## config.mk

```make
export PLATFORM = sky130hd
export DESIGN_NAME = mtcfg_top
export DESIGN_NICKNAME = d
export VERILOG_FILES = /design/src/hw/mtcfg_keep.v /design/src/hw/mtcfg_top.v
export VERILOG_INCLUDE_DIRS = /design/src /design/src/hw
export SDC_FILE = /design/constraint.sdc
export NUM_CORES = 1
export LEC_CHECK = 0
export ABC_CLOCK_PERIOD_IN_PS = 4200
export BUFFER_PORTS_ARGS = -buffer_cell sky130_fd_sc_hd__buf_4
export CORE_MARGIN = 10
export CORE_UTILIZATION = 50
export DETAILED_ROUTE_END_ITERATION = 6
export PLACE_DENSITY = 0.83
export SLEW_MARGIN = 10
export SYNTH_ARGS = -nofsm -noshare
export SYNTH_HDL_FRONTEND = slang
export SYNTH_HIERARCHICAL = 1
export SYNTH_SLANG_ARGS = --single-unit
export TNS_END_PERCENT = 5
```

## constraint.sdc

```tcl
create_clock -name mclk -period 4.2 [get_ports mclk]
set_clock_uncertainty 0.1 [all_clocks]
set_input_delay 0.84 -clock mclk [delete_from_list [all_inputs] [get_ports mclk]]
set_output_delay 0.84 -clock mclk [all_outputs]
set_load 0.01 [all_outputs]
```

## src/hw/mtcfg_regs.vh

```
`ifndef MTCFG_REGS_VH
`define MTCFG_REGS_VH
// register indexes; byte address is four times the index
`define MTCFG_IDX_WAIT        8'h63
`define MTCFG_IDX_VERSION     8'h64
`define MTCFG_IDX_ROMCFG      8'h65
`define MTCFG_IDX_EXT         8'h70
`define MTCFG_IDX_STATUS      8'h71
// wait state control fields
`define MTCFG_WS_SHUTDOWN_WAIT_SEL        0
`define MTCFG_WS_WIDEIO       2
`define MTCFG_WS_INTIO        3
`define MTCFG_WS_FCYC_LO      4
`define MTCFG_WS_FCYC_HI      5
`define MTCFG_WS_BANK_MISS_WAIT_SEL       6
`define MTCFG_WS_SMSIZE       7
// refresh/page select fields
`define MTCFG_RP_EPM          4
// rom/shadow fields
`define MTCFG_RC_SEGF_N       0
`define MTCFG_RC_SEGE         1
`define MTCFG_RC_SEGD         2
`define MTCFG_RC_SEGC         3
`define MTCFG_RC_SHADOW       4
`define MTCFG_RC_PAGE_FIRST_WAIT_SEL         5
`define MTCFG_RC_WINA         6
`define MTCFG_RC_WALLOW       7
// extended register: miss-timeout and neighbour-register inputs
`define MTCFG_EX_MISS_TIMEOUT_SEL       0
`define MTCFG_RST_BYTE        8'h00
// status register fields
`define MTCFG_ST_MISS_TIMEOUT_SEL       0
// wait counts
`define MTCFG_FC_1            3'd1
`define MTCFG_FC_2            3'd2
`define MTCFG_FC_3            3'd3
`define MTCFG_BM_3            3'd3
`define MTCFG_BM_4            3'd4
`define MTCFG_BM_5            3'd5
`define MTCFG_INTIO_SLOW      3'd4
`define MTCFG_INTIO_FAST      3'd2
`define MTCFG_WIDEIO_SLOW     3'd4
`define MTCFG_WIDEIO_FAST     3'd3
`define MTCFG_SHUT_SHORT      6'd16
`define MTCFG_SHUT_LONG       6'd32
// refresh rates, cycles per second
`define MTCFG_REF_0           16'd8192
`define MTCFG_REF_1           16'd10922
`define MTCFG_REF_2           16'd16384
`define MTCFG_REF_3           16'd32768
// window base address and sizes
`define MTCFG_SMW_BASE        20'h60000
`define MTCFG_SMW_16K         20'h04000
`define MTCFG_SMW_64K         20'h10000
`define MTCFG_BANKCFG_EPM     3'b010
// resp codes
`define MTCFG_RESP_OKAY       2'b00
`define MTCFG_RESP_SLVERR     2'b10
`endif

```

## src/hw/mtcfg_keep.v

```verilog
`include "mtcfg_regs.vh"
// refresh field store; deliberately not cleared on micro power-off exit
module mtcfg_keep (
  input  wire       mclk,
  input  wire       sys_rst,
  input  wire       wr_en,
  input  wire [1:0] wr_data,
  output reg  [1:0] q_reg
);
  always @(posedge mclk) begin
    if (sys_rst) begin
      q_reg <= 2'b00;
    end else if (wr_en) begin
      q_reg <= wr_data;
    end
  end
endmodule

```

## src/hw/mtcfg_top.v

```verilog
// Overview of operation
// - window size bit: 0 maps 16K, 1 maps 64K at 60000h during interrupt
// - first-cycle wait: page-first bit picks lo bit (1/2) or hi bit (2/3)
// - bank-miss wait 3 unless miss-timeout set, then 4 or 5 by bit
// - internal core I/O takes 4 waits at 0, 2 waits at 1
// - 16-bit I/O takes 4 waits at 0, 3 waits at 1
// - shutdown cycle lasts 16 cycles at 0, 32 at 1
// - version read bit 7 shows interrupt active
// - version read gives major stepping bits 2-0, minor bits 6-3
// - version write loads refresh and enhanced page, not status
// - refresh code selects 8192, 10922, 16384 or 32768 per second
// - refresh code used only when power-manager low bits are both zero
// - refresh code survives leaving micro power-off
// - enhanced page needs write bit, bank cfg 010, ext bit7 0, mem bit0 1
// - segment C, D, E bits enable rom select for their 64K range
// - segment F bit active low, reads back inverted
// - bit 4 enables shadow, bit 7 allows shadow writes
// - global window bit clear disables the page windows but not the interrupt window, else per-page bit 7
// - miss-timeout bit lives in a neighbour register
//
// Added by the designer: register access over AXI4-Lite.
`include "mtcfg_regs.vh"
module mtcfg_top #(
  parameter [3:0] MINOR_STEP = 4'h5, // arbitrary value
  parameter [2:0] MAJOR_STEP = 3'h6  // arbitrary value
) (
  input  wire        mclk,
  input  wire        sys_rst,
  input  wire [11:0] s_axi_awaddr,
  input  wire        s_axi_awvalid,
  output reg         s_axi_awready,
  input  wire [31:0] s_axi_wdata,
  input  wire [3:0]  s_axi_wstrb,
  input  wire        s_axi_wvalid,
  output reg         s_axi_wready,
  output reg  [1:0]  s_axi_bresp,
  output reg         s_axi_bvalid,
  input  wire        s_axi_bready,
  input  wire [11:0] s_axi_araddr,
  input  wire        s_axi_arvalid,
  output reg         s_axi_arready,
  output reg  [31:0] s_axi_rdata,
  output reg  [1:0]  s_axi_rresp,
  output reg         s_axi_rvalid,
  input  wire        s_axi_rready,
  input  wire        sys_mgmt_interrupt,
  input  wire [1:0]  power_manager,
  input  wire [2:0]  mem_bank_cfg,
  input  wire        mem_cfg_bit0,
  input  wire        ext_cfg_bit7,
  input  wire [23:0] mem_addr,
  input  wire        mem_wr,
  input  wire        window_page_en,
  output reg         bios_rom_select_n,
  output reg         shadow_hit,
  output reg         shadow_write_ok,
  output reg         sys_mgmt_window_hit,
  output reg         window_active,
  output reg  [2:0]  first_cycle_waits,
  output reg  [2:0]  bank_miss_waits,
  output reg  [2:0]  internal_io_waits,
  output reg  [2:0]  wide_io_waits,
  output reg  [5:0]  shutdown_cycles,
  output reg         refresh_from_regs,
  output reg  [15:0] refresh_rate,
  output reg         enhanced_page_enable
);
  // pins from outside the clock domain pass two flip-flops
  // limitation: wide levels are caught bit by bit; hold them two cycles
  reg        smi_s1_reg;
  reg        smi_s2_reg;
  reg [1:0]  pm_s1_reg;
  reg [1:0]  pm_s2_reg;
  reg        wpe_s1_reg;
  reg        wpe_s2_reg;
  reg [23:0] addr_s1_reg;
  reg [23:0] addr_s2_reg;
  reg        wr_s1_reg;
  reg        wr_s2_reg;
  reg [4:0]  cfg_s1_reg;
  reg [4:0]  cfg_s2_reg;
  always @(posedge mclk) begin
    if (sys_rst) begin
      smi_s1_reg  <= 1'b0;
      smi_s2_reg  <= 1'b0;
      pm_s1_reg   <= 2'b00;
      pm_s2_reg   <= 2'b00;
      wpe_s1_reg  <= 1'b0;
      wpe_s2_reg  <= 1'b0;
      addr_s1_reg <= 24'h000000;
      addr_s2_reg <= 24'h000000;
      wr_s1_reg   <= 1'b0;
      wr_s2_reg   <= 1'b0;
      cfg_s1_reg  <= 5'h00;
      cfg_s2_reg  <= 5'h00;
    end else begin
      smi_s1_reg  <= sys_mgmt_interrupt;
      smi_s2_reg  <= smi_s1_reg;
      pm_s1_reg   <= power_manager;
      pm_s2_reg   <= pm_s1_reg;
      wpe_s1_reg  <= window_page_en;
      wpe_s2_reg  <= wpe_s1_reg;
      addr_s1_reg <= mem_addr;
      addr_s2_reg <= addr_s1_reg;
      wr_s1_reg   <= mem_wr;
      wr_s2_reg   <= wr_s1_reg;
      cfg_s1_reg  <= {ext_cfg_bit7, mem_cfg_bit0, mem_bank_cfg};
      cfg_s2_reg  <= cfg_s1_reg;
    end
  end

  // configuration storage
  reg  [7:0] wait_state_control_reg;
  reg  [4:0] page_sel_reg;       // upper bits of the write-only version set
  reg  [7:0] rom_and_shadow_config_reg;
  reg        miss_timeout_sel_reg;
  wire [1:0] refresh_interval;
  wire [7:0] stepping_and_smi_status;

  // write channel holding
  reg [9:0]  aw_idx_reg;
  reg        aw_held_reg;
  reg [31:0] w_data_reg;
  reg [3:0]  w_strb_reg;
  reg        w_held_reg;
  wire       do_write = aw_held_reg && w_held_reg && !s_axi_bvalid;
  wire       lane0    = w_strb_reg[0];

  // upper two index bits must be zero to hit
  function is_idx;
    input [9:0] idx;
    input [7:0] want;
    begin
      is_idx = (idx == {2'b00, want});
    end
  endfunction

  wire wr_wait = do_write && lane0 && is_idx(aw_idx_reg, `MTCFG_IDX_WAIT);
  wire wr_ver  = do_write && lane0 && is_idx(aw_idx_reg, `MTCFG_IDX_VERSION);
  wire wr_rom  = do_write && lane0 && is_idx(aw_idx_reg, `MTCFG_IDX_ROMCFG);
  wire wr_ext  = do_write && lane0 && is_idx(aw_idx_reg, `MTCFG_IDX_EXT);
  // unmapped indexes still complete, with an error response
  wire wr_hit  = is_idx(aw_idx_reg, `MTCFG_IDX_WAIT) ||
                 is_idx(aw_idx_reg, `MTCFG_IDX_VERSION) ||
                 is_idx(aw_idx_reg, `MTCFG_IDX_ROMCFG) ||
                 is_idx(aw_idx_reg, `MTCFG_IDX_EXT);

  always @(posedge mclk) begin
    if (sys_rst) begin
      s_axi_awready <= 1'b1;
      s_axi_wready  <= 1'b1;
      s_axi_bvalid  <= 1'b0;
      s_axi_bresp   <= `MTCFG_RESP_OKAY;
      aw_idx_reg    <= 10'h000;
      aw_held_reg   <= 1'b0;
      w_data_reg    <= 32'h00000000;
      w_strb_reg    <= 4'h0;
      w_held_reg    <= 1'b0;
    end else begin
      if (s_axi_awvalid && s_axi_awready) begin
        aw_idx_reg    <= s_axi_awaddr[11:2];
        aw_held_reg   <= 1'b1;
        s_axi_awready <= 1'b0;
      end
      if (s_axi_wvalid && s_axi_wready) begin
        w_data_reg   <= s_axi_wdata;
        w_strb_reg   <= s_axi_wstrb;
        w_held_reg   <= 1'b1;
        s_axi_wready <= 1'b0;
      end
      // response waits for both halves; readies stay low until it is taken
      if (do_write) begin
        s_axi_bvalid <= 1'b1;
        s_axi_bresp  <= wr_hit ? `MTCFG_RESP_OKAY : `MTCFG_RESP_SLVERR;
        aw_held_reg  <= 1'b0;
        w_held_reg   <= 1'b0;
      end
      if (s_axi_bvalid && s_axi_bready) begin
        s_axi_bvalid  <= 1'b0;
        s_axi_awready <= 1'b1;
        s_axi_wready  <= 1'b1;
      end
    end
  end

  always @(posedge mclk) begin
    if (sys_rst) begin
      wait_state_control_reg    <= `MTCFG_RST_BYTE;
      page_sel_reg              <= 5'h00;
      // zero leaves segment F selected so boot code stays reachable
      rom_and_shadow_config_reg <= `MTCFG_RST_BYTE;
      miss_timeout_sel_reg      <= 1'b0;
    end else begin
      if (wr_wait) begin
        wait_state_control_reg <= w_data_reg[7:0];
      end
      if (wr_ver) begin
        page_sel_reg <= w_data_reg[7:3];
      end
      if (wr_rom) begin
        // kept as written; the segment F bit is active low
        rom_and_shadow_config_reg <= w_data_reg[7:0];
      end
      if (wr_ext) begin
        miss_timeout_sel_reg <= w_data_reg[`MTCFG_EX_MISS_TIMEOUT_SEL];
      end
    end
  end

  // refresh code held in its own module, reset only by system reset
  mtcfg_keep u_refresh (
    .mclk    (mclk),
    .sys_rst (sys_rst),
    .wr_en   (wr_ver),
    .wr_data (w_data_reg[1:0]),
    .q_reg   (refresh_interval)
  );

  assign stepping_and_smi_status = {smi_s2_reg, MINOR_STEP, MAJOR_STEP};

  // read channel
  // data captured with the address, so a later write cannot tear it
  reg [7:0] rd_byte;
  reg       rd_hit;
  always @* begin
    rd_byte = 8'h00;
    rd_hit  = 1'b1;
    case (s_axi_araddr[11:2])
      {2'b00, `MTCFG_IDX_VERSION}: rd_byte = stepping_and_smi_status;
      {2'b00, `MTCFG_IDX_ROMCFG}: begin
        rd_byte = rom_and_shadow_config_reg;
        rd_byte[`MTCFG_RC_SEGF_N] = ~rom_and_shadow_config_reg[`MTCFG_RC_SEGF_N];
      end
      {2'b00, `MTCFG_IDX_STATUS}: rd_byte = {7'h00, miss_timeout_sel_reg};
      // write-only registers read as zero
      {2'b00, `MTCFG_IDX_WAIT}: rd_byte = 8'h00;
      {2'b00, `MTCFG_IDX_EXT}: rd_byte = 8'h00;
      default: rd_hit = 1'b0;
    endcase
  end

  always @(posedge mclk) begin
    if (sys_rst) begin
      s_axi_arready <= 1'b1;
      s_axi_rvalid  <= 1'b0;
      s_axi_rdata   <= 32'h00000000;
      s_axi_rresp   <= `MTCFG_RESP_OKAY;
    end else begin
      if (s_axi_arvalid && s_axi_arready) begin
        s_axi_arready <= 1'b0;
        s_axi_rvalid  <= 1'b1;
        s_axi_rdata   <= {24'h000000, rd_byte};
        s_axi_rresp   <= rd_hit ? `MTCFG_RESP_OKAY : `MTCFG_RESP_SLVERR;
      end
      if (s_axi_rvalid && s_axi_rready) begin
        s_axi_rvalid  <= 1'b0;
        s_axi_arready <= 1'b1;
      end
    end
  end

  // decoded settings
  wire [7:0] ws = wait_state_control_reg;
  wire [7:0] rc = rom_and_shadow_config_reg;
  wire [3:0] seg = addr_s2_reg[19:16];
  wire       low_meg = (addr_s2_reg[23:20] == 4'h0);
  wire [19:0] win_size = ws[`MTCFG_WS_SMSIZE] ? `MTCFG_SMW_64K : `MTCFG_SMW_16K;
  // the 64K page ends just below 70000h, the 16K page below 64000h
  wire       in_win = low_meg && (addr_s2_reg[19:0] >= `MTCFG_SMW_BASE) &&
                      (addr_s2_reg[19:0] < (`MTCFG_SMW_BASE + win_size));
  wire       smw_hit    = smi_s2_reg && in_win;
  reg        rom_en;
  always @* begin
    case (seg)
      4'hC:    rom_en = rc[`MTCFG_RC_SEGC];
      4'hD:    rom_en = rc[`MTCFG_RC_SEGD];
      4'hE:    rom_en = rc[`MTCFG_RC_SEGE];
      4'hF:    rom_en = ~rc[`MTCFG_RC_SEGF_N];
      default: rom_en = 1'b0;
    endcase
  end
  wire       shadow_seg = low_meg && (seg >= 4'hC) && rc[`MTCFG_RC_SHADOW];
  wire       rom_hit    = low_meg && rom_en;
  // writes pass only with the allow bit set
  wire       shadow_wr  = shadow_seg && wr_s2_reg && rc[`MTCFG_RC_WALLOW];
  wire       win_req    = rc[`MTCFG_RC_WINA] && wpe_s2_reg;
  wire       regs_rate  = (pm_s2_reg == 2'b00);
  // enhanced page only with the two-bank layout, ext bit 7 clear and mem bit 0 set
  wire       epm_req    = page_sel_reg[`MTCFG_RP_EPM - 3];
  wire       epm_bank   = (cfg_s2_reg[2:0] == `MTCFG_BANKCFG_EPM);
  wire       epm_ext    = !cfg_s2_reg[4] && cfg_s2_reg[3];


  always @(posedge mclk) begin
    if (sys_rst) begin
      bios_rom_select_n    <= 1'b1;
      shadow_hit           <= 1'b0;
      shadow_write_ok      <= 1'b0;
      sys_mgmt_window_hit  <= 1'b0;
      window_active        <= 1'b0;
      first_cycle_waits    <= `MTCFG_FC_1;
      bank_miss_waits      <= `MTCFG_BM_3;
      internal_io_waits    <= `MTCFG_INTIO_SLOW;
      wide_io_waits        <= `MTCFG_WIDEIO_SLOW;
      shutdown_cycles      <= `MTCFG_SHUT_SHORT;
      refresh_from_regs    <= 1'b1;
      refresh_rate         <= `MTCFG_REF_0;
      enhanced_page_enable <= 1'b0;
    end else begin
      bios_rom_select_n   <= ~rom_hit;
      shadow_hit          <= shadow_seg;
      shadow_write_ok     <= shadow_wr;
      sys_mgmt_window_hit <= smw_hit;
      window_active       <= win_req;
      if (rc[`MTCFG_RC_PAGE_FIRST_WAIT_SEL]) begin
        first_cycle_waits <= ws[`MTCFG_WS_FCYC_HI] ? `MTCFG_FC_3 : `MTCFG_FC_2;
      end else begin
        first_cycle_waits <= ws[`MTCFG_WS_FCYC_LO] ? `MTCFG_FC_2 : `MTCFG_FC_1;
      end
      if (!miss_timeout_sel_reg) begin
        bank_miss_waits <= `MTCFG_BM_3;
      end else begin
        bank_miss_waits <= ws[`MTCFG_WS_BANK_MISS_WAIT_SEL] ? `MTCFG_BM_5 : `MTCFG_BM_4;
      end
      internal_io_waits <= ws[`MTCFG_WS_INTIO] ? `MTCFG_INTIO_FAST
                                               : `MTCFG_INTIO_SLOW;
      wide_io_waits     <= ws[`MTCFG_WS_WIDEIO] ? `MTCFG_WIDEIO_FAST
                                                : `MTCFG_WIDEIO_SLOW;
      shutdown_cycles   <= ws[`MTCFG_WS_SHUTDOWN_WAIT_SEL] ? `MTCFG_SHUT_LONG
                                               : `MTCFG_SHUT_SHORT;
      // power manager owns the interval whenever either low bit is set
      refresh_from_regs <= regs_rate;
      case (refresh_interval)
        2'b00:   refresh_rate <= `MTCFG_REF_0;
        2'b01:   refresh_rate <= `MTCFG_REF_1;
        2'b10:   refresh_rate <= `MTCFG_REF_2;
        default: refresh_rate <= `MTCFG_REF_3;
      endcase
      enhanced_page_enable <= epm_req && epm_bank && epm_ext;
    end
  end
endmodule

```

==> impl_results.md <==
- Largest net degree at the start of global routing: 111
- Internal Power: 2.319 mW
- I/O Buffers: 98
- Clock network fraction of total power: 54.2%
- Area growth syn-to-layout: 28.83%
- Yosys reg bits: 117
- Register area share after synthesis: 53.33%
- Placed cell area: 5002 sq um
- Initial antenna violation count: 0
- Clk slew on worst S/H paths: 0.05 ns
- Inserted Clock Buffers: 17
- Total power draw: 2.889 mW
- WL/cell: 14.69 um
- Yosys Warn Count: 6
- Dpl cells: 626
- CP Class: flip-flop to output pin
- Starting density of the core: 50.85%
- TNS Setup: 0 ns
- Final core utilization: 65.52%
- Hold Violations, Final: 0
- # diodes: 0
- Die Area: 12930 sq um
- M1 GR Usage: 14.91%
- Unrepaired setup endpoints after global routing: no
- Rel. slew slack: 34.21%
- Largest fanout on the critical path: 7
- Reg2reg path depth: 5
- Slew of the pin with the lowest slew margin: 0.9868 ns
- Pleak: 2.461 nW
- Fillcell total: 700
- Final Max Slew Viols: 0
- Vias/cell: 4.833
- GR Layer Usage met2: 25.32%
- Fin crit period: 2.066 ns
- Via count: 3175
- GPL Wtd Cong: 0.8429
- Total Wirelength: 9649 um
- Setup Buffers After CTS: 0
- Startpoint types: flip-flop
- H-tree levels: 4
- Peak Freq: 484.0 MHz
- Final nets: 639
- VDD IR max: 0.2968 mV
- CP arrival: 1.13 ns
- EDFF count, synth: 0
- Die X-Extent: 113.7 um
- Area of the core: 8636 sq um
- CP Buf/Inv Count: 1
- Sw frac: 19.72%
- Final Non-Filler Cells: 657
- Cells after synthesis: 445
- Syn Area/Cell: 9.869 sq um
- Io pins: 183
- Crit-path max cell delay: 0.45 ns
- Critical path depth: 1
- Worst setup EP type: output pin
- Netlist Area Pre-Place: 4392 sq um
- DP HPWL: 6858 um
- Async SR Flop Fraction: 0%
- Worst-Skew Late Latency: 0.51 ns
- Crit path max-delay cell type: dfxtp_1
- Detail Route Antenna Nets: 0
- CTS tree: yes
- Vias in the first global route: 3200
- Synth cell types: 48
- TritonCTS Sinks: 117
- Reg power frac: 40.4%
- Most frequent cells in the layout: dfxtp_1 (117), buf_4 (99), nand2_1 (54)
- CTS resizes: 0
- Clk buf depth: 2
- Final instance area: 5658 sq um
- Synth Flop Type: dfxtp_1
- NetSw: 569.7 uW
- Grt ovf: 0
- Share of cells above drive strength 1: 25.14%
- Worst Hold Class: flip-flop to flip-flop
- Hold Path Stages: 1
- Cell Rows: 34
- Gr busiest metal: met2
- Global-route wire length before repair: 15220 um
- CP cell instances: buf_4
- Met3 Use GR: 5.984%
- Drt first pass iters: 4
- Outcome: complete, no violations
- Combinational share of power: 5.4%
- Worst endpoint required time: 3.26 ns
- Cts hold-fix bufs: 0
- CTS root buf: clkbuf_8
- # DRC: 0
- Cell family with most CP delay: flip-flops
- Die Ht: 113.7 um
- Max-Cap Viols: 0
- Period utilisation layout: 49.20%
- Tot GR Track Use: 14.68%
- DRT iter0 DRCs: 151
- Commonest non-fill, non-tap cell in the layout: dfxtp_1
- Pwr Density: 510.6 nW/um^2
- Final setup fails: 0
==> cells in the mapped netlist (2+ instances only) <==
cell type  number  area, sq um
inv_1          14        52.55
a211oi_1        2        15.01
dfxtp_1       117         2342
mux2i_1        20        200.2
mux2_2          2        22.52
buf_4          45        337.8
and3b_1         2        17.52
and2_1          4        25.02
clkbuf_1       17        63.81
nand2b_1       28        175.2
and4b_1         3        30.03
nand4_1         6        37.54
nor2b_1        43        269.0
nor3_1          3        15.01
a21oi_1        29        145.1
nor4b_1         2        17.52
nor4_1          4        25.02
nand3_1         2        10.01
nand2_1        54        202.7
o2111ai_1       4        35.03
nor4bb_1        2        20.02
o21ai_0         2        10.01
nor2_1         15        56.30
==> cell families after synthesis <==
kind of cell | Yosys count | synth area share, %
buffers and inverters | 78 | 10.54
xor gates and xnor gates | 1 | 0.1995
AOI/OAI and AO/OA | 42 | 5.641
DFF | 117 | 53.33
adders and majority gates | 1 | 0.2849
other | 1 | 0.08539
muxes | 23 | 5.584
and+or+nand+nor | 182 | 24.33
==> worst reg2reg max path, delay by kind of cell (launching register included) <==
family / cells / cell delay [ns]
simple gates: 4 / 1.03
flops: 1 / 0.39
mux: 1 / 0.27
==> final cells by class <==
cell class	count	area, sq um	share of cell area, %
inverters	14	52.55	0.9288
clock inverters	8	168.9	2.985
flip-flops and latches	117	2342	41.40
multi-input cells	288	1729	30.56
repair buffers	99	743.2	13.14
clock buffers	23	486.7	8.602
well taps	108	135.1	2.388
==> metrics by stage <==
stage | hold WS (ns) | setup slack [ns]
6_report | 0.2978 | 2.134
5_1_grt | 0.3300 | 2.077
4_1_cts | 0.2995 | 2.130
3_5_place_dp | 0.2919 | 1.921
3_3_place_gp | 0.2785 | 1.944
2_1_floorplan | 0.2718 | 2.275
==> power by group through the flow <==
stage / sequential [mW] / clock, mW / combinational, mW
final: 1.17 / 1.57 / 0.156
after global routing: 1.17 / 1.64 / 0.174
after CTS: 1.17 / 1.58 / 0.156
after floorplan: 1.19 / 0 / 0.117
after detailed placement: 1.19 / 0 / 0.154
after global placement: 1.19 / 0 / 0.150
==> final timing paths <==
| kind | startpoint | endpoint | slack [ns] |
|---|---|---|---|
| hold reg to reg | cfg_s2_reg[0] | enhanced_page_enable | 0.30 |
| setup reg to reg | aw_idx_reg[6] | u_refresh/q_reg[1] | 2.26 |
| setup / recovery | s_axi_bvalid | s_axi_bvalid | 2.13 |
| hold / removal | cfg_s2_reg[0] | enhanced_page_enable | 0.30 |
==> layer usage <==
layer,vias up,wire (um)
met2,109,4888
met1,1474,3837
met3,17,705
met4,0,217
met5,-,0
li1,1575,-
No activity file was read; power rests on OpenSTA's default activity.
